**src/inc/tcw_pkg.sv**
```systemverilog
// timer8 waveform package: offsets, fields, modes, reset values
// assumes a plain one-cycle register port and one 125 MHz clock
package tcw_pkg;
  localparam logic [2:0] REG_CTRL_A  = 3'h0;
  localparam logic [2:0] REG_CTRL_B  = 3'h1;
  localparam logic [2:0] REG_COUNT   = 3'h2;
  localparam logic [2:0] REG_CMP_A   = 3'h3;
  localparam logic [2:0] REG_CMP_B   = 3'h4;
  localparam logic [2:0] REG_FLAGS   = 3'h5;
  // ctrl_a: [7:6] action a, [5:4] action b, [1:0] mode low bits
  localparam int ACT_A_POS = 6;
  localparam int ACT_B_POS = 4;
  // ctrl_b: [7] force a, [6] force b, [3] mode high bit, [2:0] clock select
  localparam int FORCE_A_POS = 7;
  localparam int FORCE_B_POS = 6;
  localparam int MODE_HI_POS = 3;
  // flags: [0] overflow, [1] compare a, [2] compare b
  localparam int FLAG_OVF_POS = 0;
  localparam int FLAG_CA_POS  = 1;
  localparam int FLAG_CB_POS  = 2;
  localparam logic [2:0] MODE_NORMAL   = 3'h0;
  localparam logic [2:0] MODE_CLR_MATCH = 3'h2;
  localparam logic [2:0] MODE_FAST_MAX = 3'h3;
  localparam logic [2:0] MODE_FAST_CMP = 3'h7;
  localparam logic [1:0] ACT_NONE   = 2'h0;
  localparam logic [1:0] ACT_TOGGLE = 2'h1;
  localparam logic [1:0] ACT_CLEAR  = 2'h2;
  localparam logic [1:0] ACT_SET    = 2'h3;
  localparam logic [7:0] COUNT_MAX  = 8'hFF;
  localparam logic [7:0] RESET_BYTE = 8'h00;
  localparam int PRESCALE_BITS = 10;
endpackage : tcw_pkg

```
**src/verilog/tcw_timer.sv**
```systemverilog
// timer8 waveform block: counter, compare channels a and b, pin override
// assumes synchronous register strobes and port bits from the port block
//
// Design decisions made here: the register offsets and the address-and-strobe port.
`timescale 1ns/1ps
module tcw_timer #(
  parameter int CH = 2
) (
  input  wire logic          clk,
  input  wire logic          rst_n,
  input  wire logic [2:0]    reg_addr,
  input  wire logic [7:0]    reg_wdata,
  input  wire logic          reg_wr,
  input  wire logic          reg_rd,
  output logic      [7:0]    reg_rdata,
  input  wire logic [CH-1:0] port_value,
  input  wire logic [CH-1:0] port_dir,
  output logic      [CH-1:0] pin_out,
  output logic      [CH-1:0] pin_oe_n,
  output logic               timer_tick
);
  // ----------------------------------------
  // registers
  // ----------------------------------------
  logic [7:0]          count_q;
  logic [2:0]          mode_q;
  logic [2:0]          csel_q;
  logic [1:0]          act_q    [CH];
  logic [7:0]          cmp_buf_q[CH];
  logic [7:0]          cmp_act_q[CH];
  logic [CH-1:0]       state_q;
  logic [CH-1:0]       cflag_q;
  logic                ovf_q;
  logic                block_q;
  logic [9:0]          pre_q;
  logic [7:0]          rdata_q;

  // ----------------------------------------
  // decode
  // ----------------------------------------
  wire wr_ctrl_a = reg_wr && reg_addr == tcw_pkg::REG_CTRL_A;
  wire wr_ctrl_b = reg_wr && reg_addr == tcw_pkg::REG_CTRL_B;
  wire wr_count  = reg_wr && reg_addr == tcw_pkg::REG_COUNT;
  wire wr_flags  = reg_wr && reg_addr == tcw_pkg::REG_FLAGS;
  wire is_fast   = mode_q == tcw_pkg::MODE_FAST_MAX || mode_q == tcw_pkg::MODE_FAST_CMP;
  wire is_ctc    = mode_q == tcw_pkg::MODE_CLR_MATCH;
  wire [7:0] top = (mode_q == tcw_pkg::MODE_FAST_CMP || is_ctc) ? cmp_act_q[0]
                 : tcw_pkg::COUNT_MAX;
  wire at_top    = count_q == top;
  wire wrap_clr  = (is_fast || is_ctc) && at_top;

  // ----------------------------------------
  // prescaler
  // ----------------------------------------
  // divide select mask
  logic [9:0] pre_mask;
  always_comb begin
    unique case (csel_q)
      3'h1:    pre_mask = 10'h000;
      3'h2:    pre_mask = 10'h007;
      3'h3:    pre_mask = 10'h01F;
      3'h4:    pre_mask = 10'h03F;
      3'h5:    pre_mask = 10'h07F;
      3'h6:    pre_mask = 10'h0FF;
      3'h7:    pre_mask = 10'h3FF;
      default: pre_mask = 10'h000;
    endcase
  end
  wire tick = csel_q != 3'h0 && (pre_q & pre_mask) == 10'h000;
  assign timer_tick = tick;

  always_ff @(posedge clk or negedge rst_n) begin
    if (!rst_n) begin
      pre_q <= 10'h000;
    end else if (csel_q == 3'h0) begin
      pre_q <= 10'h000;
    end else begin
      pre_q <= pre_q + 10'h001;
    end
  end

  // ----------------------------------------
  // counter
  // ----------------------------------------
  logic [7:0] count_d;
  always_comb begin
    count_d = count_q;
    if (wr_count) begin
      count_d = reg_wdata;
    end else if (tick) begin
      count_d = wrap_clr ? tcw_pkg::RESET_BYTE : count_q + 8'h01;
    end
  end
  wire ovf_evt = tick && !wr_count && (is_fast ? at_top : count_q == tcw_pkg::COUNT_MAX);
  // bottom event for fast pwm reload and output set or clear
  wire bottom_evt = tick && !wr_count && is_fast && at_top;

  always_ff @(posedge clk or negedge rst_n) begin
    if (!rst_n) begin
      count_q <= tcw_pkg::RESET_BYTE;
      block_q <= 1'b0;
      ovf_q   <= 1'b0;
      mode_q  <= 3'h0;
      csel_q  <= 3'h0;
    end else begin
      count_q <= count_d;
      block_q <= wr_count ? 1'b1 : (tick ? 1'b0 : block_q);
      // flag set wins over clear
      ovf_q   <= ovf_evt | (ovf_q & ~(wr_flags & reg_wdata[tcw_pkg::FLAG_OVF_POS]));
      if (wr_ctrl_a) begin
        mode_q[1:0] <= reg_wdata[1:0];
      end
      if (wr_ctrl_b) begin
        mode_q[2] <= reg_wdata[tcw_pkg::MODE_HI_POS];
        csel_q    <= reg_wdata[2:0];
      end
    end
  end

  // ----------------------------------------
  // compare channels
  // ----------------------------------------
  logic [CH-1:0] match_evt;
  genvar g;
  generate
    for (g = 0; g < CH; g++) begin : g_ch
      wire [2:0] cmp_addr = g == 0 ? tcw_pkg::REG_CMP_A : tcw_pkg::REG_CMP_B;
      wire wr_cmp  = reg_wr && reg_addr == cmp_addr;
      wire [7:0] act_pos = g == 0 ? 8'(tcw_pkg::ACT_A_POS) : 8'(tcw_pkg::ACT_B_POS);
      wire [1:0] act_w  = reg_wdata[act_pos[2:0] +: 2];
      wire fpos    = g == 0 ? reg_wdata[tcw_pkg::FORCE_A_POS] : reg_wdata[tcw_pkg::FORCE_B_POS];
      wire force_s = wr_ctrl_b && fpos && !is_fast;
      wire flag_clr = wr_flags && reg_wdata[tcw_pkg::FLAG_CA_POS + g];
      assign match_evt[g] = tick && !block_q && count_q == cmp_act_q[g];
      logic state_d;
      always_comb begin
        state_d = state_q[g];
        // zero wins over match so max holds constant
        if (bottom_evt && act_q[g] == tcw_pkg::ACT_CLEAR) begin
          state_d = 1'b1;
        end else if (bottom_evt && act_q[g] == tcw_pkg::ACT_SET) begin
          state_d = 1'b0;
        end else if (match_evt[g] || force_s) begin
          unique case (act_q[g])
            tcw_pkg::ACT_TOGGLE: state_d = ~state_q[g];
            tcw_pkg::ACT_CLEAR:  state_d = 1'b0;
            tcw_pkg::ACT_SET:    state_d = 1'b1;
            default:             state_d = state_q[g];
          endcase
        end
      end
      always_ff @(posedge clk or negedge rst_n) begin
        if (!rst_n) begin
          act_q[g]     <= tcw_pkg::ACT_NONE;
          cmp_buf_q[g] <= tcw_pkg::RESET_BYTE;
          cmp_act_q[g] <= tcw_pkg::RESET_BYTE;
          state_q[g]   <= 1'b0;
          cflag_q[g]   <= 1'b0;
        end else begin
          // new action acts at next match
          if (wr_ctrl_a) begin
            act_q[g] <= act_w;
          end
          if (wr_cmp) begin
            cmp_buf_q[g] <= reg_wdata;
          end
          // direct outside pwm, reload at bottom in pwm
          if (!is_fast) begin
            cmp_act_q[g] <= wr_cmp ? reg_wdata : cmp_buf_q[g];
          end else if (bottom_evt) begin
            cmp_act_q[g] <= cmp_buf_q[g];
          end
          state_q[g] <= state_d;
          cflag_q[g] <= match_evt[g] | (cflag_q[g] & ~flag_clr);
        end
      end
      assign pin_out[g]  = act_q[g] != tcw_pkg::ACT_NONE ? state_q[g] : port_value[g];
      assign pin_oe_n[g] = ~port_dir[g];
    end
  endgenerate

  // ----------------------------------------
  // read port
  // ----------------------------------------
  logic [7:0] rd_mux;
  always_comb begin
    rd_mux = 8'h00;
    unique case (reg_addr)
      tcw_pkg::REG_CTRL_A: rd_mux = {act_q[0], act_q[1], 2'h0, mode_q[1:0]};
      tcw_pkg::REG_CTRL_B: rd_mux = {4'h0, mode_q[2], csel_q};
      tcw_pkg::REG_COUNT:  rd_mux = count_q;
      tcw_pkg::REG_CMP_A:  rd_mux = cmp_buf_q[0];
      tcw_pkg::REG_CMP_B:  rd_mux = cmp_buf_q[1];
      tcw_pkg::REG_FLAGS:  rd_mux = {5'h00, cflag_q[1:0], ovf_q};
      default:             rd_mux = 8'h00;
    endcase
  end
  always_ff @(posedge clk or negedge rst_n) begin
    if (!rst_n) begin
      rdata_q <= 8'h00;
    end else begin
      rdata_q <= reg_rd ? rd_mux : 8'h00;
    end
  end
  assign reg_rdata = rdata_q;

  logic wr_pend_q;
  always_ff @(posedge clk or negedge rst_n) begin
    if (!rst_n) begin
      wr_pend_q <= 1'b0;
    end else begin
      wr_pend_q <= wr_count || (wr_pend_q && !tick);
    end
  end
endmodule : tcw_timer

```
**config.mk**
```make
export PLATFORM = sky130hd
export DESIGN_NAME = tcw_timer
export DESIGN_NICKNAME = d
export VERILOG_FILES = /design/src/inc/tcw_pkg.sv /design/src/verilog/tcw_timer.sv
export SDC_FILE = /design/constraint.sdc
export NUM_CORES = 1
export LEC_CHECK = 0
export ABC_AREA = 1
export BUFFER_PORTS_ARGS = -buffer_cell sky130_fd_sc_hd__buf_2
export CAP_MARGIN = 20
export CORE_MARGIN = 2
export CORE_UTILIZATION = 40
export CTS_CLUSTER_DIAMETER = 30
export DETAILED_ROUTE_END_ITERATION = 8
export GPL_TIMING_DRIVEN = 1
export SYNTH_ARGS = -nofsm -noshare
export SYNTH_HDL_FRONTEND = slang
export SYNTH_SLANG_ARGS = --single-unit
```
**constraint.sdc**
```tcl
create_clock -name clk -period 1.7 [get_ports clk]
set_clock_uncertainty 0.2 [all_clocks]
set_input_delay 0.17 -clock clk [delete_from_list [all_inputs] [get_ports clk]]
set_output_delay 0.17 -clock clk [all_outputs]
set_load 0.005 [all_outputs]
```
==> results of run 1 <==
## Yosys cell counts (4+ instances only)
cell	count
xor2_1	5
nand2_2	5
dfrtp_1	74
a21boi_2	10
nor2_2	4
nand3_1	34
nor2_1	36
nor3_1	6
inv_2	7
xnor2_1	8
inv_1	60
o21ai_0	42
o21ai_1	5
a21oi_1	8
nand2_1	169
buf_2	4
a221oi_1	7
a21boi_0	5
## sequential cells by signal (all words and copies together) (netlist names)
signal and flops:
cmp_act_q 16, cmp_buf_q 16, pre_q 10, count_q 8, reg_rdata 8, act_q 4
csel_q 3, mode_q 3, cflag_q 2, state_q 2, block_q 1, ovf_q 1
## routing by layer
| layer | GRT usage [%] | up-vias |
|---|---|---|
| met3 | 4.58 | 29 |
| met1 | 31.8 | 1911 |
| li1 | - | 1946 |
| met2 | 36.2 | 127 |
| met4 | 10.2 | 0 |
| met5 | 0 | - |
## worst min path at each step
stage	start	to	slack [ns]	depth (start not counted)
2_1_floorplan	rst_n	act_q[0]	-0.33	0
3_3_place_gp	rst_n	count_q[0]	-0.11	1
3_5_place_dp	rst_n	count_q[0]	-0.10	1
4_1_cts	reg_wdata[5]	act_q[1]	0.002	3
5_1_grt	reg_wr	block_q	0.05	3
6_report	reg_wdata[3]	mode_q[2]	0.02	3
## power by group through the flow
stage	clock network, W	registers (W)	logic (W)
3_3_place_gp	0	0.00255	0.00262
3_5_place_dp	0	0.00257	0.00266
4_1_cts	0.00187	0.00256	0.00297
2_1_floorplan	0	0.00248	0.00159
6_report	0.00184	0.00258	0.00315
5_1_grt	0.00194	0.00263	0.00346
## stage by stage
| stage | std cells | setup slack (ns) | total power, W | hold slack (ns) | util (%) |
|---|---|---|---|---|---|
| 5_1_grt | 792 | -0.340 | 0.00803 | 0.0476 | 57.4 |
| 3_3_place_gp | 755 | -0.334 | 0.00517 | -0.108 | 50.1 |
| 4_1_cts | 786 | -0.311 | 0.00739 | 0.00222 | 55.9 |
| 6_report | 792 | -0.248 | 0.00757 | 0.0223 | 57.4 |
| 2_1_floorplan | 527 | -0.172 | 0.00407 | -0.326 | - |
| 3_5_place_dp | 755 | -0.330 | 0.00523 | -0.102 | 50.1 |
## area by class of cell
cell class                      count  area (um^2)
Multi-Input combinational cell    374         2150
Sequential cell                    74         1860
Timing Repair Buffer              127          960
Inverter                           68          262
Clock buffer                       11          141
Tap cell                          133          166
Fill cell                         885         4200
Clock inverter                      5          125
## timing repair
action / CTS / global route
setup endpoints to repair: 29 / 35
hold buffers: 7 / 0
hold endpoints to repair: 89 / 0
pin swaps: 35 / 20
resized for setup: 52 / 36
setup buffers: 7 / 6
gates cloned: 1 / 0
## logic make-up after synthesis
| group | count (synthesis) | share of synthesized area [%] |
|---|---|---|
| AOI/OAI and AO/OA | 90 | 14.3 |
| xor gates and xnor gates | 13 | 2.78 |
| adders and majority gates | 2 | 0.610 |
| buffers and inverters | 80 | 8.03 |
| DFF | 74 | 45.2 |
| and+or+nand+nor | 268 | 29.1 |
## worst min-delay path, stage by stage
cell and delay (ns):
buf_2 0.07, inv_1 0.11, o21ai_0 0.19
==> reports/metrics.yaml, run 1 <==
hold_viol_final: 0
finalCriticalPeriod_ns: 1.95
netSwitchingFraction_pct: 36.2
die_area_um2: 11100
reg2reg_to: "cmp_act_q[8]"
grt_usage_pct: 23.4
fp.dieW_um: 105
critPathBufInv: 3
hp-class: "in2reg"
wl_met3_um: 663
synth_edf_count: 0
placed_area_um2: 4940
grt_max_degree: 36
synthArstFlopShare_pct: 100
run_status: "complete, but fails checks"
r2r_start: "csel_q[1]"
crit_slowest_cell: "dfrtp_1"
worst_path_largest_cell_delay_ns: 0.42
violations: "negative setup slack"
rrSetupSlack_ns: -0.21
power_density_nw_per_um2: 1340
timing.fmax_ghz: 0.513
combPwrFrac_pct: 41.6
route.vias.total: 4013
numCtsBuffers: 9
wl_um: 12400
slew_headroom_pct: 75.9
rows: 36
path_cells: "or2_0 -> nand2_1 -> nand2_2 -> nor2_8 -> nand2_2 -> inv_2 -> buf_6 -> buf_6"
cp_top_family: "simple AND/OR/NAND/NOR gates"
antenna_left: 0
remaining_drc_errors: 0
clkPwrFrac_pct: 24.4
p_sw_w: 0.00274
layout_setup_ws_ns: -0.248
cts_max_level: 3
yosys-top-cells-area: "dfrtp_1, nand2_1, inv_1"
grt_overflow_total: 0
vdd_drop_max_uv: 745
yosysWarningCount: 0
worst_slew_pin_slew_ns: 0.360
cp.arrival_ns: 1.58
path_clk_slew_ns: 0.08
synthCells: 527
antenna_found_initial: 0
port_buffers: 31
nets: 675
drt-initial-drc-count: 315
vias_per_cell: 5.07
top_layer_used: "met4"
cp.depth: 8
rr_worst_depth: 10
fp.coreArea_um2: 9860
grt_pass1_wl_um: 20000
yosys.area.top_type_share_pct: 45.2
p_leak_nw: 2.89
maxCapViolations: 0
seqPwrFrac_pct: 34.1
dieHeight_um: 105
fin_setup_tns_ns: -5.03
final_max_slew_viol_count: 0
grt_pass1_vias: 3897
critPathMaxFanout: 5
final_common_cell: "nand2_1"
clock-sinks: 74
gp_congestion: 0.914
cts.path.max_buffers: 2
crit_end: "timer_tick"
synth_ff_type: "dfrtp_1"
cp-startpoint: "csel_q[1]"
final_cell_mix: "nand2_1, buf_4, dfrtp_1"
syn-num-nets: 548
cts_tree: "built"
synth_area_um2: 4100
syn_area_per_cell_um2: 7.78
wl_met1_um: 5590
area_growth_pct: 38.2
ys_types: 40
critPathLaunchType: "flop"
place_hpwl_um: 9050
yosysSeqAreaShare_pct: 45.2
route.met2.wl_um: 5770
final_cell_area_um2: 5670
wire_per_inst_um: 15.6
ys_ff_latch: 74
worstPathRequired_ns: 1.33
endpoint_kind: "output pin"
n_antenna_cell: 0
cts-root-buf: "clkbuf_8"
fin_crit_sh_pct: 115
path_class: "reg2out"
dr.pass1.iters: 5
io_pins: 32
yosysTopAreaCell: "dfrtp_1"
rsz0062_at_grt: "true"
drive_above_1_share_pct: 34.3
report.final.setup_viol: 28
intPower_w: 0.00483
initial_utilization_pct: 41.6
clock_latency_ns: 0.36
Note: power is estimated with default switching activity, not from simulation.
==> run 2, diff against run 1 <==
CORE_MARGIN = 5   (was 2)
==> run 2 against run 1 <==
Net effect: the flow still finishes with violations (negative setup slack); non-clock buffer count is 4 higher; register-to-register slack worse by 0.02 ns; wire length is 0.55% lower; final cell count rose by 0.88%; highest routed layer unchanged.
==> reports/metrics.yaml, run 2 (synthesis gave the netlist of run 1 again) <==
clock-sinks: 74  # unchanged
wl_um: 12300  # -0.55%
io_pins: 32  # unchanged
drive_above_1_share_pct: 34.4  # +0.095 points
area_growth_pct: 39.0
antenna_found_initial: 0  # unchanged
nets: 679  # +0.59%
place_ws_ns: -0.332  # -0.00189 ns
report.final.setup_viol: 30  # +7.1%
n_antenna_cell: 0  # unchanged
final_common_cell: "nand2_1"
rsz0062_at_grt: "true"
cp.arrival_ns: 1.58  # about the same
finalCriticalPeriod_ns: 1.95  # +0.00566 ns
critPathMaxFanout: 4  # -1
die_area_um2: 12400  # +12%
top_regs: "cmp_act_q x16, cmp_buf_q x16, pre_q x10"
route.vias.total: 3970  # -1.1%
placed_area_um2: 4970  # +0.53%
path_clk_slew_ns: 0.07  # about the same
p_leak_nw: 2.93  # +1.1%
cts_tree: "built"
run_status: "complete, but fails checks"
numCtsBuffers: 9  # unchanged
vdd_drop_max_uv: 524  # -30%
final_max_slew_viol_count: 0  # unchanged
power_density_nw_per_um2: 1320  # -1.1%
worstPathRequired_ns: 1.33  # about the same
rr_worst_depth: 10  # unchanged
grt_pass1_vias: 3967  # +1.8%
layout_setup_ws_ns: -0.254  # -0.00566 ns
final_cell_mix: "nand2_1, buf_4, dfrtp_1"
timing.fmax_ghz: 0.512  # -0.29%
hp-class: "in2reg"
grt_max_degree: 32  # -11%
cts_max_level: 3  # unchanged
initial_utilization_pct: 40.4  # -1.1 points
slew_headroom_pct: 70.0  # -5.8 points
dr.pass1.iters: 6  # +1
dieHeight_um: 111  # +5.7%
fin_setup_tns_ns: -5.44  # -0.412 ns
wire_per_inst_um: 15.4  # -1.4%
cts-root-buf: "clkbuf_8"
port_buffers: 31  # unchanged
min_path_cells: 3  # unchanged
endpoint_kind: "output pin"
fin_crit_sh_pct: 115  # +0.33 points
violations: "negative setup slack"
clock_latency_ns: 0.36  # about the same
grt_pass1_wl_um: 20000  # +0.14%
grt_overflow_total: 0  # unchanged
antenna_left: 0  # unchanged
final_cell_area_um2: 5700  # +0.55%
fp.dieW_um: 111  # +5.7%
utilization_pct: 56.2  # -1.2 points
cts.path.max_buffers: 2  # unchanged
maxCapViolations: 0  # unchanged
path_class: "reg2out"
gp_congestion: 0.915  # +0.18%
hold_viol_final: 0  # unchanged
vias_per_cell: 4.97  # -1.9%
place_hpwl_um: 9080  # +0.29%
worst_slew_pin_slew_ns: 0.449  # +0.0895 ns
remaining_drc_errors: 0  # unchanged
rows: 37  # +2.8%
fp.coreArea_um2: 10100  # +2.8%
drt-initial-drc-count: 239  # -24%
critPathLaunchType: "flop"
grt_usage_pct: 20.3  # -3.1 points
[run 2: per-layer routing]
metal / track usage (%) / wire length, um / vias up
met5: 0 / 0 / -
met4: 7.38 / 246 / 0
met2: 34.9 / 6240 / 106
li1: - / - / 1955
met3: 3.93 / 565 / 19
met1: 25.3 / 5240 / 1890
[run 2: worst max-delay path, stage by stage (launching register included)]
cell,delay (ns)
dfrtp_1,0.42
or2_0,0.23
nand2_1,0.08
nand2_2,0.09
nor2_8,0.12
nand2_2,0.06
inv_2,0.06
buf_6,0.10
buf_6,0.08
[run 2: metrics by stage]
| step | power [W] | std cells | hold WS, ns |
|---|---|---|---|
| 2_1_floorplan | 0.00407 | 527 | -0.326 |
| 3_3_place_gp | 0.00514 | 761 | -0.0507 |
| 3_5_place_dp | 0.00518 | 761 | -0.0523 |
| 4_1_cts | 0.00733 | 794 | 0.00341 |
| 5_1_grt | 0.00801 | 799 | 0.0371 |
| 6_report | 0.00753 | 799 | 0.0220 |
[run 2: where the power goes]
group	internal [W]	total, W	switching [W]
Clock	0.00116	0.00185	0.000686
Sequential	0.00217	0.00258	0.000410
Combinational	0.00150	0.00309	0.00160
[run 2: timing repair]
action	CTS	global route
endpoints found under the hold margin	91	0
cloned	1	0
setup buffers	8	6
gates resized for setup	40	42
pin swaps	30	22
endpoints found under the setup margin	30	35
hold buffers	9	0
[run 2: area by class of cell]
class                           instances  area [um^2]
Fill cell                             949         4440
Multi-Input combinational cell        374         2150
Sequential cell                        74         1860
Timing Repair Buffer                  131          987
Inverter                               68          259
Tap cell                              136          170
Clock buffer                           11          141
Clock inverter                          5          125
[run 2: worst paths after layout]
| kind | slack (ns) | end | startpoint |
|---|---|---|---|
| worst min register to register | 0.30 | cmp_act_q[1] | cmp_act_q[1] |
| max in group asynchronous | 0.67 | act_q[3] | rst_n |
| worst max register to register | -0.23 | cmp_act_q[6] | csel_q[2] |
| min in group asynchronous | 0.10 | cmp_buf_q[11] | rst_n |
| worst min-delay path | 0.02 | cmp_buf_q[13] | reg_wdata[5] |
| worst max-delay path | -0.25 | timer_tick | csel_q[2] |
==> run 3, diff against run 2 <==
==> constraint.sdc (replaced) <==
create_clock -name clk -period 1.7 [get_ports clk]
set_clock_uncertainty 0.2 [all_clocks]
set_input_delay 0.085 -clock clk [delete_from_list [all_inputs] [get_ports clk]]
set_output_delay 0.085 -clock clk [all_outputs]
set_load 0.005 [all_outputs]
==> run 3 against run 2 <==
Net effect: the flow still finishes with violations (negative setup slack); worst hold slack improved by 0.0011 ns; wire length rose by 0.38%; sequential power barely moved; non-clock buffer count did not move; register-to-register slack barely moved; critical path depth rose by 2; sequential share of layout area rose by 0.11 points; utilization fell by 0.22 points; first-iteration DRC count rose by 22%; clock power fell by 16%; power fell by 3.0%; global-route usage fell by 0.14 points.
==> reports/metrics.yaml, run 3 (synthesis gave the netlist of run 1 again) <==
port_buffers: 31  # unchanged
area_growth_pct: 38.4
final_common_cell: "nand2_1"
grt_pass1_wl_um: 20000  # +0.14%
wire_per_inst_um: 15.4  # +0.38%
fin_setup_tns_ns: -5.16  # +0.274 ns
path_clk_slew_ns: 0.08  # about the same
drive_above_1_share_pct: 33.8  # -0.60 points
fin_crit_sh_pct: 113  # -1.8 points
p_leak_nw: 2.89  # -1.1%
dr.pass1.iters: 6  # unchanged
cts.path.max_buffers: 2  # unchanged
drt-initial-drc-count: 292  # +22%
path_class: "reg2reg"
fp.dieW_um: 111  # unchanged
report.final.setup_viol: 28  # -6.7%
rows: 37  # unchanged
antenna_found_initial: 0  # unchanged
grt_usage_pct: 20.2  # -0.14 points
nets: 679  # unchanged
remaining_drc_errors: 0  # unchanged
worst_slew_pin_slew_ns: 0.453  # +0.00349 ns
place_hpwl_um: 8820  # -2.8%
final_cell_area_um2: 5670  # -0.40%
place_ws_ns: -0.334  # -0.00175 ns
placed_area_um2: 4920  # -1.1%
vias_per_cell: 5.01  # +0.86%
finalCriticalPeriod_ns: 1.92  # -0.0314 ns
endpoint_kind: "flop"
critPathLaunchType: "flop"
utilization_pct: 56.0  # -0.22 points
grt_max_degree: 35  # +9.4%
slew_headroom_pct: 69.8  # -0.23 points
fp.coreArea_um2: 10100  # unchanged
cts-root-buf: "clkbuf_8"
hp-class: "in2async"
top_regs: "cmp_act_q x16, cmp_buf_q x16, pre_q x10"
final_cell_mix: "nand2_1, buf_4, dfrtp_1"
critPathMaxFanout: 8  # +4
vdd_drop_max_uv: 566  # +7.9%
wl_um: 12300  # +0.38%
layout_setup_ws_ns: -0.223  # +0.0314 ns
io_pins: 32  # unchanged
violations: "negative setup slack"
die_area_um2: 12400  # unchanged
dieHeight_um: 111  # unchanged
antenna_left: 0  # unchanged
worstPathRequired_ns: 1.80  # +0.47 ns
rr_worst_depth: 10  # unchanged
reg2reg_to: "cmp_act_q[12]"
initial_utilization_pct: 40.4  # unchanged
grt_overflow_total: 0  # unchanged
final_max_slew_viol_count: 0  # unchanged
gp_congestion: 0.880  # -3.8%
rrSetupSlack_ns: -0.22  # about the same
hold_viol_final: 0  # unchanged
cts_tree: "built"
clock-sinks: 74  # unchanged
numCtsBuffers: 9  # unchanged
run_status: "complete, but fails checks"
r2r_start: "csel_q[1]"
rsz0062_at_grt: "true"
grt_pass1_vias: 3928  # -0.98%
timing.fmax_ghz: 0.520  # +1.6%
cts_max_level: 3  # unchanged
cp-startpoint: "csel_q[1]"
route.vias.total: 4004  # +0.86%
crit_end: "cmp_act_q[12]"
clock_latency_ns: 0.35  # about the same
n_antenna_cell: 0  # unchanged
maxCapViolations: 0  # unchanged
cp.arrival_ns: 2.02  # +0.44 ns
power_density_nw_per_um2: 1290  # -2.6%
==> run 3: cell count changes in the layout (fill, tap and decap cells not counted), moves of 2 or more <==
cell,delta
nand3_2,-3
buf_4,-2
bufinv_16,-2
dlygate4sd3_1,+2
nand3_1,+2
==> run 3: what timing repair did <==
item / CTS / global route
gates cloned: 1 / 0
pin swaps: 6 / 36
resized for setup: 30 / 52
setup endpoints to repair: 31 / 34
hold endpoints to repair: 110 / 0
buffers inserted: 6 / 13
hold buffers: 11 / 0
==> run 3: per-stage QoR <==
stage	instances	hold WS, ns	total power, W
after floorplan	527	-0.411	0.00407
after global placement	754	-0.132	0.00512
after detailed placement	754	-0.131	0.00517
after CTS	788	0.0305	0.00696
after global routing	799	0.0720	0.00779
final	799	0.0231	0.00730
==> run 3: cell type report <==
type	instances	area, um^2
multi-input combinational	374	2160
clock buffer	11	141
clock inverter	5	77.6
fill	916	4460
tap	136	170
sequential	74	1860
timing repair buffer	131	1000
inverter	68	262
==> run 3: routing by layer <==
layer	vias to the layer above	share of wire [%]	GRT usage (%)	wire length (um)
met5	-	0	0	0
met4	0	2.5	6.00	304
met3	26	4.7	3.55	585
met2	122	51	35.3	6310
met1	1901	42	25.3	5140
li1	1955	-	-	-
==> run 3: worst min-delay path by stage <==
stage,start,endpoint,depth (start not counted)
floorplan,rst_n,act_q[0],0
global placement,rst_n,reg_rdata[1],1
detailed placement,rst_n,csel_q[1],1
CTS,rst_n,cmp_buf_q[8],2
global route,rst_n,cmp_buf_q[8],2
finish,rst_n,cmp_buf_q[8],2
==> run 3: critical path: stages, from the launching register on <==
cell and delay, ns:
dfrtp_1 0.43, or2_0 0.21, nand2_1 0.07, nand2_2 0.08, nor2_8 0.13, nand3_4 0.11
nor3_4 0.22, buf_4 0.15, buf_8 0.13, a21boi_2 0.07, nand2_1 0.07
==> run 3: power by group <==
group	internal [W]	switching (W)
Sequential	0.00217	0.000399
Clock	0.000863	0.000683
Combinational	0.00154	0.00164
Total	0.00458	0.00272
